File: src/scsr_pkg.sv
// Constants, field layout and types of the switch configuration serial port.
// Assumes a 16-bit frame: watchdog bit, five address bits, normal-flag bit, nine data bits.
// Summary of operation
// - Profile register kept per output, frame selects
// - Bit D8 set disables lamp overcurrent profile
// - D7:D6 cooling speed: medium, slow, fast, medium
// - D5:D4 inrush speed: slow, fast, medium, very slow
// - D3 set uses second high limit initially
// - D2:D1 steady limit: two, three, four, one
// - D0 zero inrush only, one adds cooling
// - Supply fail with detector on forces fail-safe
// - Modulation enabled drives outputs from duty register
// - D7 zero disables modulation; D6 picks clock
// - D5:D4 feedback: off, current copy, temperature
// - D3:D2 code 10 first, 11 second output
// - Global D0 set disables overvoltage protection
// - Chip select fall loads, shifts out MSB first
// - First sixteen bits come from previous frame
// - Later bits echo serial input for chaining
// - Latch only on nonzero multiple of sixteen bits
// - After select rises: tri-state, faults captured again
// - Last status command chooses readback and output
// - Readback selection persists until next status command
// - Invalid frame leaves selection and registers unchanged
// - Address bits D14:D10 choose target register
// - D13 zero first output, one second output
// - Returned bits: watchdog, select bits, normal flag
package scsr_pkg;
	localparam int          FRAME_BITS   = 16;
	localparam int          DATA_BITS    = 9;
	localparam int          WATCHDOG_BIT = 15;
	localparam int          ADDR_HI      = 14;
	localparam int          ADDR_LO      = 10;
	localparam int          OUT_SEL_BIT  = 13;
	localparam int          NORMAL_BIT   = 9;
	localparam logic [2:0]  STATUS_SUB   = 3'h0;
	localparam logic [2:0]  PROFILE_SUB  = 3'h4;
	localparam logic [4:0]  GLOBAL_ADDR  = 5'h05;
	localparam logic [4:0]  TRIM_ADDR    = 5'h07;
	localparam int          RB_BITS      = 5;
	localparam int          RB_LONG_BIT  = 4;
	localparam int          RB_OUT_BIT   = 3;
	localparam logic [2:0]  RB_FAULT     = 3'h0;
	localparam logic [2:0]  RB_PROFILE   = 3'h4;
	localparam logic [4:0]  RB_GLOBAL    = 5'h05;
	// Overcurrent profile fields
	localparam int          LAMP_OFF_BIT         = 8;
	localparam int          COOLING_CURVE_HI     = 7;
	localparam int          COOLING_CURVE_LO     = 6;
	localparam int          INRUSH_CURVE_HI      = 5;
	localparam int          INRUSH_CURVE_LO      = 4;
	localparam int          HIGH_LEVEL_OVERRIDE  = 3;
	localparam int          STEADY_SEL_HI        = 2;
	localparam int          STEADY_SEL_LO        = 1;
	localparam int          COOLING_MGMT_SELECT  = 0;
	// Global configuration fields
	localparam int          SUPPLY_FAIL_EN       = 8;
	localparam int          MODULATION_EN        = 7;
	localparam int          CLOCK_SOURCE_SEL     = 6;
	localparam int          TEMP_FEEDBACK_EN     = 5;
	localparam int          CURRENT_FEEDBACK_ON  = 4;
	localparam int          FEEDBACK_OUTPUT_SEL_HI = 3;
	localparam int          FEEDBACK_OUTPUT_SEL_LO = 2;
	localparam int          OVERVOLTAGE_GUARD_OFF  = 0;
	localparam logic [8:0]  GLOBAL_READ_MASK     = 9'h1fd;
	// Reset values
	localparam logic [8:0]  PROFILE_RST  = 9'h000;
	localparam logic [8:0]  GLOBAL_RST   = 9'h000;
	localparam logic [8:0]  TRIM_RST     = 9'h000;
	localparam logic [4:0]  RB_SEL_RST   = 5'h00;
	// Steady-state limit codes: index of the level minus one
	localparam logic [1:0]  LIMIT_ONE    = 2'h0;
	localparam logic [1:0]  LIMIT_TWO    = 2'h1;
	localparam logic [1:0]  LIMIT_THREE  = 2'h2;
	localparam logic [1:0]  LIMIT_FOUR   = 2'h3;

	typedef enum logic [1:0] {
		SPEED_SLOW,
		SPEED_MEDIUM,
		SPEED_FAST,
		SPEED_VERY_SLOW
	} scsr_speed_t;
endpackage

File: src/scsr_sync.sv
// Two-flop synchroniser, one per bit, for pins entering the clk domain.
// Assumes inputs are quasi-static or slow against clk.
`timescale 1ns/10ps
`default_nettype none
module scsr_sync #(
	parameter int               W   = 1,
	parameter logic [W-1:0]     RST = '0
) (
	// Clock and reset
	input  wire logic           clk,
	input  wire logic           rst,
	// Data
	input  wire logic [W-1:0]   pinIn,
	output logic      [W-1:0]   syncOut
);
	logic [W-1:0] meta_q;

	for (genvar i = 0; i < W; i++) begin : g_bit
		always_ff @(posedge clk or posedge rst) begin
			if (rst) begin
				meta_q[i]  <= RST[i];
				syncOut[i] <= RST[i];
			end else begin
				meta_q[i]  <= pinIn[i];
				syncOut[i] <= meta_q[i];
			end
		end
	end
endmodule
`default_nettype wire

File: src/scsr_profile_decode.sv
// Decodes one output's overcurrent profile register into settings.
// Assumes the register value is held in flops by the caller.
`timescale 1ns/10ps
`default_nettype none
module scsr_profile_decode (
	// Stored profile
	input  wire logic [8:0]          profile,
	// Decoded settings
	output logic                     lampProfileOff,
	output scsr_pkg::scsr_speed_t    coolingSpeed,
	output scsr_pkg::scsr_speed_t    inrushSpeed,
	output logic                     highLevelOverride,
	output logic [1:0]               steadyLimit,
	output logic                     coolingManagementSelect
);
	logic [1:0] coolCode;
	logic [1:0] inrushCode;
	logic [1:0] steadyCode;

	assign coolCode   = {profile[scsr_pkg::COOLING_CURVE_HI], profile[scsr_pkg::COOLING_CURVE_LO]};
	assign inrushCode = {profile[scsr_pkg::INRUSH_CURVE_HI], profile[scsr_pkg::INRUSH_CURVE_LO]};
	assign steadyCode = {profile[scsr_pkg::STEADY_SEL_HI], profile[scsr_pkg::STEADY_SEL_LO]};
	assign lampProfileOff          = profile[scsr_pkg::LAMP_OFF_BIT];
	assign highLevelOverride       = profile[scsr_pkg::HIGH_LEVEL_OVERRIDE];
	assign coolingManagementSelect = profile[scsr_pkg::COOLING_MGMT_SELECT];

	always_comb begin
		case (coolCode)
			2'h1:    coolingSpeed = scsr_pkg::SPEED_SLOW;
			2'h2:    coolingSpeed = scsr_pkg::SPEED_FAST;
			default: coolingSpeed = scsr_pkg::SPEED_MEDIUM;
		endcase
		case (inrushCode)
			2'h1:    inrushSpeed = scsr_pkg::SPEED_FAST;
			2'h2:    inrushSpeed = scsr_pkg::SPEED_MEDIUM;
			2'h3:    inrushSpeed = scsr_pkg::SPEED_VERY_SLOW;
			default: inrushSpeed = scsr_pkg::SPEED_SLOW;
		endcase
		case (steadyCode)
			2'h1:    steadyLimit = scsr_pkg::LIMIT_THREE;
			2'h2:    steadyLimit = scsr_pkg::LIMIT_FOUR;
			2'h3:    steadyLimit = scsr_pkg::LIMIT_ONE;
			default: steadyLimit = scsr_pkg::LIMIT_TWO;
		endcase
	end
endmodule
`default_nettype wire

File: src/scsr_spi_readback.sv
// Serial configuration slave with readback for a dual high-side switch.
// Assumes clock idles low; SI sampled on rising, SO moved on falling edge.
`timescale 1ns/10ps
`default_nettype none
module scsr_spi_readback (
	// Clock and reset
	input  wire logic                        clk,
	input  wire logic                        rst,
	// Serial pins
	input  wire logic                        chipSelectN,
	input  wire logic                        spiClk,
	input  wire logic                        serialIn,
	output logic                             serialOut,
	output logic                             serialOutOe,
	// Device status and controls
	input  wire logic [1:0][7:0]             faultFlags,
	input  wire logic [1:0]                  dutyOn,
	input  wire logic [1:0]                  directIn,
	input  wire logic                        supplyLow,
	// Switch drive
	output logic [1:0]                       switchOn,
	output logic                             failSafe,
	// Per-output profile settings
	output logic [1:0]                       lampProfileOff,
	output scsr_pkg::scsr_speed_t [1:0]      coolingSpeed,
	output scsr_pkg::scsr_speed_t [1:0]      inrushSpeed,
	output logic [1:0]                       highLevelOverride,
	output logic [1:0][1:0]                  steadyLimit,
	output logic [1:0]                       coolingManagementSelect,
	// Global settings
	output logic                             modulationOn,
	output logic                             modulationInternalClk,
	output logic                             feedbackTristate,
	output logic                             feedbackCurrent,
	output logic                             feedbackTemp,
	output logic                             feedbackSelValid,
	output logic                             feedbackOutputSel,
	output logic                             overvoltageGuardOn,
	output logic [8:0]                       oscillatorTrim
);
	typedef struct packed {
		logic              csnD;
		logic              sclkD;
		logic              siBit;
		logic              oe;
		logic [15:0]       shift;
		logic [3:0]        cnt;
		logic              seen;
		logic [1:0][8:0]   prof;
		logic [8:0]        glob;
		logic [8:0]        trim;
		logic [4:0]        sel;
		logic              wd;
		logic [1:0][7:0]   fault;
		logic [1:0]        sw;
	} scsr_state_t;

	localparam scsr_state_t ST_RST = '{
		csnD:  1'b1,
		prof:  {2{scsr_pkg::PROFILE_RST}},
		glob:  scsr_pkg::GLOBAL_RST,
		trim:  scsr_pkg::TRIM_RST,
		sel:   scsr_pkg::RB_SEL_RST,
		default: '0
	};

	scsr_state_t st_q;
	scsr_state_t st_d;
	logic [5:0]  pinS;
	logic        analog_feedback_pin;
	logic        sclkS;
	logic        siS;
	logic        lowS;
	logic [1:0]  dirS;
	logic        csFall;
	logic        csRise;
	logic        sclkRise;
	logic        sclkFall;
	logic        frameOk;
	logic        dutyDrive;
	logic [4:0]  frameAddr;
	logic [8:0]  payload;
	logic [15:0] outWord;

	scsr_sync #(
		.W   (6),
		.RST (6'h20)
	) u_sync (
		.clk     (clk),
		.rst     (rst),
		.pinIn   ({chipSelectN, spiClk, serialIn, supplyLow, directIn}),
		.syncOut (pinS)
	);

	assign {analog_feedback_pin, sclkS, siS, lowS, dirS} = pinS;

	assign csFall   = st_q.csnD & ~analog_feedback_pin;
	assign csRise   = ~st_q.csnD & analog_feedback_pin;
	assign sclkRise = ~st_q.sclkD & sclkS & ~analog_feedback_pin;
	assign sclkFall = st_q.sclkD & ~sclkS & ~analog_feedback_pin;
	assign frameOk  = st_q.seen & (st_q.cnt == 4'h0);
	assign frameAddr = st_q.shift[scsr_pkg::ADDR_HI:scsr_pkg::ADDR_LO];

	// Readback word built from stored selection and registers
	always_comb begin
		payload = '0;
		if (st_q.sel[scsr_pkg::RB_LONG_BIT] && st_q.sel[2:0] == scsr_pkg::RB_FAULT) begin
			payload = {1'b0, st_q.fault[st_q.sel[scsr_pkg::RB_OUT_BIT]]};
		end else if (st_q.sel[scsr_pkg::RB_LONG_BIT] && st_q.sel[2:0] == scsr_pkg::RB_PROFILE) begin
			payload = st_q.prof[st_q.sel[scsr_pkg::RB_OUT_BIT]];
		end else if (st_q.sel == scsr_pkg::RB_GLOBAL) begin
			payload = st_q.glob & scsr_pkg::GLOBAL_READ_MASK;
		end
		outWord = {st_q.wd, st_q.sel, 1'b1, payload};
	end

	assign failSafe  = st_q.glob[scsr_pkg::SUPPLY_FAIL_EN] & lowS;
	assign dutyDrive = st_q.glob[scsr_pkg::MODULATION_EN] | failSafe;

	always_comb begin
		st_d       = st_q;
		st_d.csnD  = analog_feedback_pin;
		st_d.sclkD = sclkS;
		// Faults frozen while a frame is open
		if (analog_feedback_pin) begin
			st_d.fault = faultFlags;
		end
		for (int i = 0; i < 2; i++) begin
			st_d.sw[i] = dutyDrive ? dutyOn[i] : dirS[i];
		end
		if (csFall) begin
			st_d.shift = outWord;
			st_d.cnt   = '0;
			st_d.seen  = 1'b0;
			st_d.oe    = 1'b1;
		end else if (sclkRise) begin
			st_d.siBit = siS;
			st_d.cnt   = st_q.cnt + 4'h1;
			st_d.seen  = 1'b1;
		end else if (sclkFall) begin
			st_d.shift = {st_q.shift[14:0], st_q.siBit};
		end
		if (csRise) begin
			st_d.oe = 1'b0;
			if (frameOk) begin
				st_d.wd = st_q.shift[scsr_pkg::WATCHDOG_BIT];
				if (frameAddr[2:0] == scsr_pkg::STATUS_SUB) begin
					st_d.sel = st_q.shift[scsr_pkg::RB_BITS-1:0];
				end else if (frameAddr[2:0] == scsr_pkg::PROFILE_SUB) begin
					st_d.prof[st_q.shift[scsr_pkg::OUT_SEL_BIT]] = st_q.shift[8:0];
				end else if (frameAddr == scsr_pkg::GLOBAL_ADDR) begin
					st_d.glob = st_q.shift[8:0];
				end else if (frameAddr == scsr_pkg::TRIM_ADDR) begin
					st_d.trim = st_q.shift[8:0];
				end
			end
		end
	end

	always_ff @(posedge clk or posedge rst) begin
		if (rst) begin
			st_q <= ST_RST;
		end else begin
			st_q <= st_d;
		end
	end

	for (genvar g = 0; g < 2; g++) begin : g_out
		scsr_profile_decode u_dec (
			.profile                 (st_q.prof[g]),
			.lampProfileOff          (lampProfileOff[g]),
			.coolingSpeed            (coolingSpeed[g]),
			.inrushSpeed             (inrushSpeed[g]),
			.highLevelOverride       (highLevelOverride[g]),
			.steadyLimit             (steadyLimit[g]),
			.coolingManagementSelect (coolingManagementSelect[g])
		);
	end

	assign serialOut   = st_q.shift[scsr_pkg::FRAME_BITS-1];
	assign serialOutOe = st_q.oe;
	assign switchOn    = st_q.sw;
	assign oscillatorTrim = st_q.trim;
	assign modulationOn   = st_q.glob[scsr_pkg::MODULATION_EN];
	assign modulationInternalClk = st_q.glob[scsr_pkg::MODULATION_EN]
		& st_q.glob[scsr_pkg::CLOCK_SOURCE_SEL];
	assign feedbackCurrent  = st_q.glob[scsr_pkg::CURRENT_FEEDBACK_ON];
	assign feedbackTemp     = st_q.glob[scsr_pkg::TEMP_FEEDBACK_EN]
		& ~st_q.glob[scsr_pkg::CURRENT_FEEDBACK_ON];
	assign feedbackTristate = ~feedbackCurrent & ~feedbackTemp;
	assign feedbackSelValid  = st_q.glob[scsr_pkg::FEEDBACK_OUTPUT_SEL_HI];
	assign feedbackOutputSel = st_q.glob[scsr_pkg::FEEDBACK_OUTPUT_SEL_LO];
	assign overvoltageGuardOn = ~st_q.glob[scsr_pkg::OVERVOLTAGE_GUARD_OFF];
endmodule
`default_nettype wire

File: config.mk
export PLATFORM = sky130hd
export DESIGN_NAME = scsr_spi_readback
export DESIGN_NICKNAME = d
export VERILOG_FILES = /design/src/scsr_pkg.sv /design/src/scsr_sync.sv /design/src/scsr_profile_decode.sv /design/src/scsr_spi_readback.sv
export SDC_FILE = /design/constraint.sdc
export NUM_CORES = 1
export LEC_CHECK = 0
export BUFFER_PORTS_ARGS = -buffer_cell sky130_fd_sc_hd__buf_2
export CORE_ASPECT_RATIO = 1.2
export CORE_MARGIN = 2
export CORE_UTILIZATION = 45
export CTS_CLUSTER_DIAMETER = 50
export DETAILED_ROUTE_END_ITERATION = 10
export PLACE_DENSITY_LB_ADDON = 0.05
export SLEW_MARGIN = 10
export SYNTH_ARGS = -nofsm -noshare
export SYNTH_HDL_FRONTEND = slang
export SYNTH_SLANG_ARGS = --single-unit
export TNS_END_PERCENT = 30
File: constraint.sdc
create_clock -name clk -period 6.9 [get_ports clk]
set_input_delay 0.69 -clock clk [delete_from_list [all_inputs] [get_ports clk]]
set_output_delay 0.69 -clock clk [all_outputs]
set_load 0.02 [all_outputs]
* Yosys cells after proc, flatten, opt, wreduce, memory -nomap -nowiden
Index checks and enable logic that the tools add are counted.
** Storage, ports and cells
- Register bits after elaboration :: 97
- Input bits :: 26
- Output and inout port bits :: 40
** Operators by class
- $add $sub $neg :: 1
- $lt $le $gt $ge :: 3
- Eq/ne operators :: 22
- Multiplexer cells :: 24
- Bitwise operators :: 23
- Reduce and logical (&&, ||, !) cells :: 16
** Operators with widths (count)
- two-way mux 9 bit :: 6
- two-way mux 16 bit :: 2
- one-hot mux 2 bit (3 select lines) :: 4
- two-way mux 21 bit :: 1
- equality test 2 bit (second input constant) :: 10
- bitwise mux 18 bit :: 1
- two-way mux 8 bit :: 2
- equality test 5 x 3 -> 1 bit (second input constant) :: 3
- equality test 2 x 1 -> 1 bit (second input constant) :: 6
- bitwise AND 1 bit :: 11
- inverter 1 bit :: 11
- demux 9 bit (select 1 bit) :: 1
- one-hot mux 2 bit (2 select lines) :: 2
- equality test 3 bit (second input constant) :: 2
- zero test 3 bit :: 2
- AND reduction 2 bit :: 3
- AND reduction 6 bit :: 1
- nonzero test 2 bit :: 3
- two-way mux 5 bit :: 1
- AND reduction 5 bit :: 1
- adder 4 x 1 -> 4 bit (second input constant) :: 1
- zero test 4 bit :: 1
- < comparator 1 x 2 -> 1 bit (second input constant) :: 2
- two-way mux 1 bit :: 4
- 6 further kinds :: 8

* Depth between registers and ports, before layout
Gate-level depths: netlist (run 1).
- Word-level depth :: 6
- Depth in mapped cells :: 8

* By module
Synthesis (run 1) repeated with hierarchy kept, for this count alone.
** Second synthesis, totals
- Cell total of the unflattened synthesis :: 343
- Area, all modules :: 4463.0 um2
** By module, submodules not included
- scsr_spi_readback :: instances 1, cells an instance 306, area each 3986.3 um2, sequential area each 2103.3 um2
- scsr_sync :: instances 1, cells an instance 13, area each 306.5 um2, sequential area each 302.8 um2
- scsr_profile_decode :: instances 2, cells an instance 12, area each 85.1 um2, sequential area each 0.0 um2

* Worst setup path after synthesis (run 1)
OpenSTA, ideal clock, no wires.
- Kind :: flip-flop to flip-flop
- Start :: register u_sync.syncOut[5]
- End :: register st_q[82] (netlist name)
- Setup time :: 0.125 ns
- Data arrival time :: 2.146 ns
- Data required time :: 6.775 ns
- Setup slack :: 4.629 ns
- Cell stages (with the launch flop) :: 8
- Buffers on the path :: 3
- Period minus slack after synthesis :: 2.271 ns
- Path through :: dfstp_2 -> clkbuf_1 -> buf_1 -> inv_1 -> ha_1 -> buf_1 -> nor2_1 -> mux2_2
** On the way
- Longest elaborated chain between the ends :: 4
** Ends and longest elaborated chain
- start: declaration :: RTL line scsr_sync.sv:14 : output logic [W-1:0] syncOut
- start signal: indexed assignment :: RTL line scsr_sync.sv:22 : syncOut[i] <= RST[i];
- start signal: indexed assignment :: RTL line scsr_sync.sv:25 : syncOut[i] <= meta_q[i];
- inverter 1 bit * :: RTL line scsr_spi_readback.sv:97, scsr_spi_readback.sv:99
- bitwise AND 1 bit :: RTL line scsr_spi_readback.sv:97 : assign csFall = st_q.csnD & ~analog_feedback_pin;
- inverter 1 bit (no line)
- AND reduction 2 bit (no line) *
- end signal: assignment :: RTL line scsr_spi_readback.sv:164 : st_q <= st_d;
- end: declaration :: RTL line scsr_spi_readback.sv:67 : scsr_state_t st_q;
Every way passes the cells marked *; elsewhere a longest branch is shown, timed or not.
A chain may end at the register's enable or synchronous reset.

* Worst setup path after layout (run 1)
- Start :: register u_sync.syncOut[5]
- End :: register st_q[59] (netlist name)
** On the way
- Longest elaborated chain between the ends :: 2
** Ends and longest elaborated chain
- bitwise AND 1 bit :: RTL line scsr_spi_readback.sv:98 : assign csRise = ~st_q.csnD & analog_feedback_pin;
- AND reduction 4 bit (no line)
No other way between the ends.

==> summary.md, run 1 <==
| Metric | Value |
|---|---|
| Status | completed |
| DIE WIDTH | 94.9 microns |
| DPL Wire Length | 6090 microns |
| Netlist Area Pre-Place | 4460 sq um |
| GPL Wtd Cong | 0.785 |
| P_sw | 0.000559 W |
| Total number of vias | 2752 |
| Ys flop type | dfrtp_1 |
| Largest net degree at the start of global routing | 64 |
| Leak pwr | 2.34 nW |
| Post-CTS setup buffer count | 0 |
| Antenna Nets Post-Route | 0 |
| Area leader, netlist | dfrtp_1 |
| Drt wl/cell | 17.2 microns |
| Sw Ratio | 0.331 |
| DIE AREA | 10700 sq um |
| Seq pwr share | 0.488 |
| First-pass GRT wire length | 14700 microns |
| Least-Margin Pin Slew | 1.04 ns |
| Hold Crit Class | in2async |
| Number of global-route vias before repair | 2788 |
| Ant diodes | 0 |
| Num rows | 39 |
| RSZ-0062 raised after global routing | no |
| Latest clock arrival within the worst-skew pair | 0.34 ns |
| IO Count | 66 |
| Gate Count Post-Synth | 345 |
| Placed cells | 501 |
| Critical path capture point type | flop |
| Hold_ws | 0.347 ns |
| CP arrival | 3.03 ns |
| Antenna violations before repair | 0 |
| Final Hold Viols | 0 |
| Comb power frac | 0.245 |
| Final Util | 0.524 |
| Most frequent cell after synthesis | dfrtp_1 |
| Clk sinks | 96 |
| CTS tree | done |
| Chip height | 113 microns |
| Synth unique cells | 43 |
| Clk slew on worst S/H paths | 0.06 ns |
| Htree depth | 3 |
| Bufs on Longest Clock Path | 2 |
| Total track usage | 0.181 |
| Num CTS Buffers | 9 |
| Net Count, Synth | 381 |
| Largest cells by area after synthesis | dfrtp_1 (52%), mux2_2 (17%), mux2_4 (3.0%) |
| Final setup viols | 0 |
| Int Pwr | 0.00113 W |
| PD cells | 335 nW/um^2 |
| Async SR Flop Fraction | 1.00 |
| Setup TNS | 0 ns |
| Synth-to-Final Area Change | 12.8% |
| Final period utilization | 0.406 |
| Clock share of power | 0.267 |
| Drt pass-1 iters | 5 |
| DRT Wirelength | 8920 microns |
| Core area | 9610 sq um |
| Max Slew Vio Count | 0 |
| Non-Filler Instances | 517 |
| Commonest cells in the netlist | dfrtp_1 (93), mux2_2 (67), buf_4 (17) |
| Fmax | 357 MHz |
| Setup crit start kind | flop |
| PortBufs | 65 |
| Synth warn | 0 |
| Register bit total from synthesis | 96 |
| Reg2reg setup slack | 4.10 ns |
| Iter 0 DRT Violations | 151 |
| Gr ovfl total | 0 |
| Required time worst endpoint | 7.12 ns |
| Slew headroom | 0.305 |
| Sequential area share after synthesis | 0.539 |
| Yosys top cell area share | 0.521 |
| Maximum fanout along the worst path | 22 |
| Layout filler cell count | 882 |
| DRC viols | 0 |
| Fin Clk Skew | 0.00614 ns |
| Crit path kind | reg2reg |
| Initial Utilization | 0.464 |
| NumNets Final | 425 |
| Via density | 5.32 |
| Fin crit period | 2.80 ns |
| Number of synthesized flops with an enable pin | 0 |
| Fraction of final layout cells sized beyond drive strength 1 | 0.431 |
| Max_cap viols | 0 |
| Peak VDD IR | 0.158 mV |
| Resize count post-CTS | 0 |
| Cts hold-fix bufs | 0 |
| Root buffer cell | clkbuf_16 |
| Syn Area/Cell | 12.9 sq um |
-- layer usage --
layer	global-route usage	share of wire	vias to the layer above
met5	0	0	-
met4	0.0754	0.016	0
met3	0.0293	0.031	9
met2	0.284	0.47	58
met1	0.249	0.48	1391
li1	-	-	1294
-- power groups by stage --
| stage | combinational, W | clock, W | sequential, W |
|---|---|---|---|
| final | 0.000414 | 0.000451 | 0.000823 |
| after global routing | 0.000455 | 0.000492 | 0.000845 |
| after CTS | 0.000421 | 0.000464 | 0.000824 |
| after detailed placement | 0.000420 | 0 | 0.000835 |
| after global placement | 0.000411 | 0 | 0.000833 |
| after floorplan | 0.000359 | 0 | 0.000763 |
-- layout make-up --
type	count	area [sq um]	area share
Inverter	14	55.1	0.0109
Clock buffer	15	258	0.0512
Multi-Input combinational cell	200	1810	0.359
Sequential cell	96	2410	0.478
Timing Repair Buffer	68	348	0.0691
Tap cell	123	154	0.0306
Clock inverter	1	5.00	0.000994
-- metrics by stage --
stage | setup slack (ns) | cell area (sq um) | total power (W)
2_1_floorplan | 3.71 | 4460 | 0.00112
3_3_place_gp | 4.11 | 4770 | 0.00124
3_5_place_dp | 4.06 | 4770 | 0.00125
5_1_grt | 3.91 | 5030 | 0.00179
4_1_cts | 4.06 | 5030 | 0.00171
6_report | 4.10 | 5030 | 0.00169
-- critical path, stage by stage (launching register included) --
cell	delay (ns)
dfstp_2	0.84
ha_1	0.28
or4b_4	0.49
nor3_2	0.67
mux2_2	0.41
-- cell families after synthesis --
group | after synthesis | synth area share
AND/OR/NAND/NOR | 67 | 0.0925
buffers and inverters | 49 | 0.0575
adder cells (fa/ha/maj) | 10 | 0.0280
flip-flops | 96 | 0.539
multiplexers | 85 | 0.222
AO/OA/AOI/OAI | 38 | 0.0608
-- sequential cells by signal, summed over array words and instances, names as in the netlist, 2 cells and up --
name            count
u_sync.syncOut      6
u_sync.meta_q       6
switchOn            2
oscillatorTrim      9
outWord             6
st_q               56
frameAddr           5
-- worst paths after layout --
path / from / end / cells past startpoint
setup / recovery: u_sync.syncOut[5]$_DFF_PP1_ / st_q[59]$_DFFE_PP0P_ / 4
hold / removal: rst / u_sync.syncOut[0]$_DFF_PP0_ / 2
min in group clk: u_sync.meta_q[1]$_DFF_PP0_ / u_sync.syncOut[1]$_DFF_PP0_ / 0
hold reg to reg: u_sync.meta_q[1]$_DFF_PP0_ / u_sync.syncOut[1]$_DFF_PP0_ / 0
setup reg to reg: u_sync.syncOut[5]$_DFF_PP1_ / st_q[59]$_DFFE_PP0P_ / 4
max in group asynchronous: rst / oscillatorTrim[1]$_DFFE_PP0P_ / 3
-- cells in the final DEF, fill, tap and decap left out, drive strengths merged, types with 8 or more instances in the layout --
master	n
buf	68
inv	14
clkbuf	15
dfrtp	93
o21ai	9
nand2	11
nor2b	9
mux2i	8
nor2	15
ha	10
mux2	76
nand3	9
(Power assumes the default switching activity.)
==> run 2, diff against run 1 <==
--- a/config.mk
+++ b/config.mk
@@ -5,6 +5,7 @@
 export SDC_FILE = /design/constraint.sdc
 export NUM_CORES = 1
 export LEC_CHECK = 0
+export ABC_AREA = 1
 export BUFFER_PORTS_ARGS = -buffer_cell sky130_fd_sc_hd__buf_2
 export CORE_ASPECT_RATIO = 1.2
 export CORE_MARGIN = 2
==> constraint.sdc (replaced) <==
create_clock -name clk -period 2.6 [get_ports clk]
set_input_delay 0.26 -clock clk [delete_from_list [all_inputs] [get_ports clk]]
set_output_delay 0.26 -clock clk [all_outputs]
set_load 0.02 [all_outputs]
==> run 2 against run 1 <==
Via count rose by 20%; cell area fell by 1.2%; core utilization rose by 0.19 points; clock power rose to 2.9 times the previous value; largest cell class unchanged; non-clock buffer count rose by 3; worst setup slack got worse by 3.5 ns; clock skew rose by 0.00076 ns; flip-flop and latch count did not move; register-to-register slack got worse by 3.5 ns; critical path type unchanged.
==> summary.md, run 2 <==
| Metric | Value |
|---|---|
| Clk slew on worst S/H paths | 0.06 ns (about the same) |
| Synth unique cells | 26 (-40%) |
| Bufs on Longest Clock Path | 2 (unchanged) |
| CTS tree | done |
| Iter 0 DRT Violations | 186 (+23%) |
| Root buffer cell | clkbuf_16 |
| Final setup viols | 0 (unchanged) |
| Clk sinks | 96 (unchanged) |
| Slowest stage delay, CP | 0.56 ns (-0.28 ns) |
| IO Count | 66 (unchanged) |
| NumNets Final | 584 (+37%) |
| Layout filler cell count | 934 (+5.9%) |
| Largest net degree at the start of global routing | 36 (-44%) |
| Required time worst endpoint | 2.85 ns (-4.27 ns) |
| Num rows | 39 (unchanged) |
| DPL Wire Length | 7060 microns (+16%) |
| RSZ-0062 raised after global routing | no |
| Chip height | 112 microns (-1.3%) |
| Leak pwr | 2.52 nW (+7.4%) |
| Fmax | 507 MHz (+42%) |
| Peak VDD IR | 0.438 mV (+180%) |
| Setup crit start kind | flop |
| Max Slew Vio Count | 0 (unchanged) |
| Critical Path Most Common Cell | nand3_2 |
| Area leader, netlist | dfrtp_1 |
| Commonest cells in the netlist | nand2_1 (145), dfrtp_1 (93), o21ai_0 (75) |
| Synth warn | 0 (unchanged) |
| Post-CTS setup buffer count | 0 (unchanged) |
| Fin crit period | 1.97 ns (-0.831 ns) |
| Synth-to-Final Area Change | 14.6% |
| Crit-path cells | ha_1, nand3_2, nor3_4, nand3_2, o21ai_0 |
| Commonest non-fill, non-tap cell in the layout | nand2_1 |
| Via density | 4.89 (-8.0%) |
| Net Count, Synth | 538 (+41%) |
| Gate Count Post-Synth | 502 (+46%) |
| Total number of vias | 3304 (+20%) |
| Latest clock arrival within the worst-skew pair | 0.34 ns (about the same) |
| CP arrival | 2.22 ns (-0.81 ns) |
| Drt wl/cell | 14.4 microns (-16%) |
| Gr ovfl total | 0 (unchanged) |
| Total track usage | 0.201 (+0.0207) |
| Hold Crit Class | in2reg |
| Register bit total from synthesis | 96 (unchanged) |
| Antenna Nets Post-Route | 0 (unchanged) |
| Fraction of final layout cells sized beyond drive strength 1 | 0.188 (-0.243) |
| Core area | 9470 sq um (-1.5%) |
| Maximum fanout along the worst path | 18 (-18%) |
| Antenna violations before repair | 0 (unchanged) |
| Initial Utilization | 0.459 (-0.00577) |
| Status | completed |
| Yosys top cell area share | 0.536 (+0.0147) |
| Crit path kind | reg2reg |
| Slew headroom | 0.477 (+0.173) |
| Kind of cell adding the most delay to the critical path | simple AND/OR/NAND/NOR gates |
| Setup TNS | 0 ns (unchanged) |
| DIE WIDTH | 93.7 microns (-1.3%) |
| Final period utilization | 0.758 (+0.352) |
| PortBufs | 65 (unchanged) |
| Number of synthesized flops with an enable pin | 0 (unchanged) |
| Power, Total | 0.00367 W (+120%) |
| Largest cells by area after synthesis | dfrtp_1 (54%), nand2_1 (13%), o21ai_0 (8.6%) |
| Sequential area share after synthesis | 0.554 (+0.0152) |
| DRC viols | 0 (unchanged) |
| Highest-count cells in the layout ignoring fill and taps | nand2_1 (145), dfrtp_1 (93), o21ai_0 (75) |
| Number of global-route vias before repair | 3264 (+17%) |
| Ys flop type | dfrtp_1 |
| Netlist Area Pre-Place | 4340 sq um (-2.7%) |
| Drt pass-1 iters | 4 (-1) |
| Ant diodes | 0 (unchanged) |
| Critical path capture point type | flop |
| Htree depth | 3 (unchanged) |
| PD cells | 737 nW/um^2 (+120%) |
| Async SR Flop Fraction | 1.00 (unchanged) |
| First-pass GRT wire length | 16200 microns (+10%) |
| GPL Wtd Cong | 0.898 (+14%) |
| Num CTS Buffers | 9 (unchanged) |
| CP max-delay cell | dfstp_2 |
| DRT Wirelength | 9740 microns (+9.2%) |
| Least-Margin Pin Slew | 0.782 ns (-0.260 ns) |
| Syn Area/Cell | 8.65 sq um (-33%) |
| WP buf/inv | 0 (unchanged) |
| Resize count post-CTS | 0 (unchanged) |
| Cts hold-fix bufs | 0 (unchanged) |
| Largest register by flop count | st_q |
| Fin Clk Skew | 0.00690 ns (+0.000761 ns) |
| Most frequent cell after synthesis | nand2_1 |
| Final Hold Viols | 0 (unchanged) |
| DIE AREA | 10500 sq um (-2.6%) |
| Max_cap viols | 0 (unchanged) |
| Max reg flops | 56 (unchanged) |
-- run 2: changes by cell type after synthesis, moves of 8 or more --
cell / previous run / this run
nand2_1: 11 / 145
o21ai_0: 9 / 75
mux2_2: 67 / 2
inv_1: 14 / 47
nor2_1: 15 / 38
mux2_4: 9 / 0
nand4_1: 0 / 9
nor2b_1: 9 / 0
mux2i_1: 8 / 0
-- run 2: cell type report --
cell class,instances,area (sq um),share of cell area
flip-flops and latches,96,2410,0.484
multi-input cells,319,1540,0.309
repair buffers,71,395,0.0795
clock buffers,11,243,0.0488
inverters,51,195,0.0392
well taps,123,154,0.0309
clock inverters,4,45.0,0.00905
-- run 2: per-stage QoR --
| stage | util | hold slack [ns] | setup slack, ns | area (sq um) | std cells |
|---|---|---|---|---|---|
| after global placement | 0.495 | 0.333 | 0.725 | 4690 | 660 |
| after global routing | 0.526 | 0.0167 | 0.480 | 4970 | 675 |
| final | 0.526 | 0.0186 | 0.629 | 4970 | 675 |
| after detailed placement | 0.495 | 0.338 | 0.654 | 4690 | 660 |
| after CTS | 0.526 | 0.0126 | 0.622 | 4970 | 675 |
| after floorplan | - | 0.264 | 0.751 | 4350 | 502 |
-- run 2: worst paths after layout --
kind / from / slack (ns) / cells past startpoint / end
max: u_sync.syncOut[5]$_DFF_PP1_ / 0.63 / 5 / st_q[58]$_DFFE_PP0P_
min: chipSelectN / 0.02 / 1 / u_sync.meta_q[5]$_DFF_PP1_
max reg2reg: u_sync.syncOut[5]$_DFF_PP1_ / 0.63 / 5 / st_q[58]$_DFFE_PP0P_
min reg2reg: u_sync.meta_q[4]$_DFF_PP0_ / 0.35 / 0 / u_sync.syncOut[4]$_DFF_PP0_
max in group asynchronous: rst / 1.92 / 3 / switchOn[1]$_DFF_PP0_
min in group asynchronous: rst / 0.05 / 2 / st_q[2]$_DFFE_PP0P_
-- run 2: worst reg2reg max path, stage by stage (launching register included) --
cell and delay, ns:
dfstp_2 0.56, ha_1 0.19, nand3_2 0.11, nor3_4 0.38, nand3_2 0.36, o21ai_0 0.29
-- run 2: metal layers --
layer	vias up	GRT usage	part of all wire
li1	1682	-	-
met1	1521	0.272	0.45
met2	83	0.318	0.47
met3	18	0.0277	0.040
met4	0	0.101	0.037
met5	-	0	0
-- run 2: cell families after synthesis --
group           Yosys count  synth area share
simple gates            211             0.204
compound gates           96             0.116
flops                    96             0.554
buf+inv                  87            0.0919
fa+ha+maj                10            0.0288
mux                       2           0.00519
-- run 2: power breakdown --
group | switching (W) | leakage, nW | internal (W) | total, W
clock | 0.000541 | 0.145 | 0.000762 | 0.00130
sequential | 0.000113 | 1.23 | 0.00164 | 0.00176
combinational | 0.000416 | 1.14 | 0.000193 | 0.000609
total | 0.00107 | 2.52 | 0.00260 | 0.00367
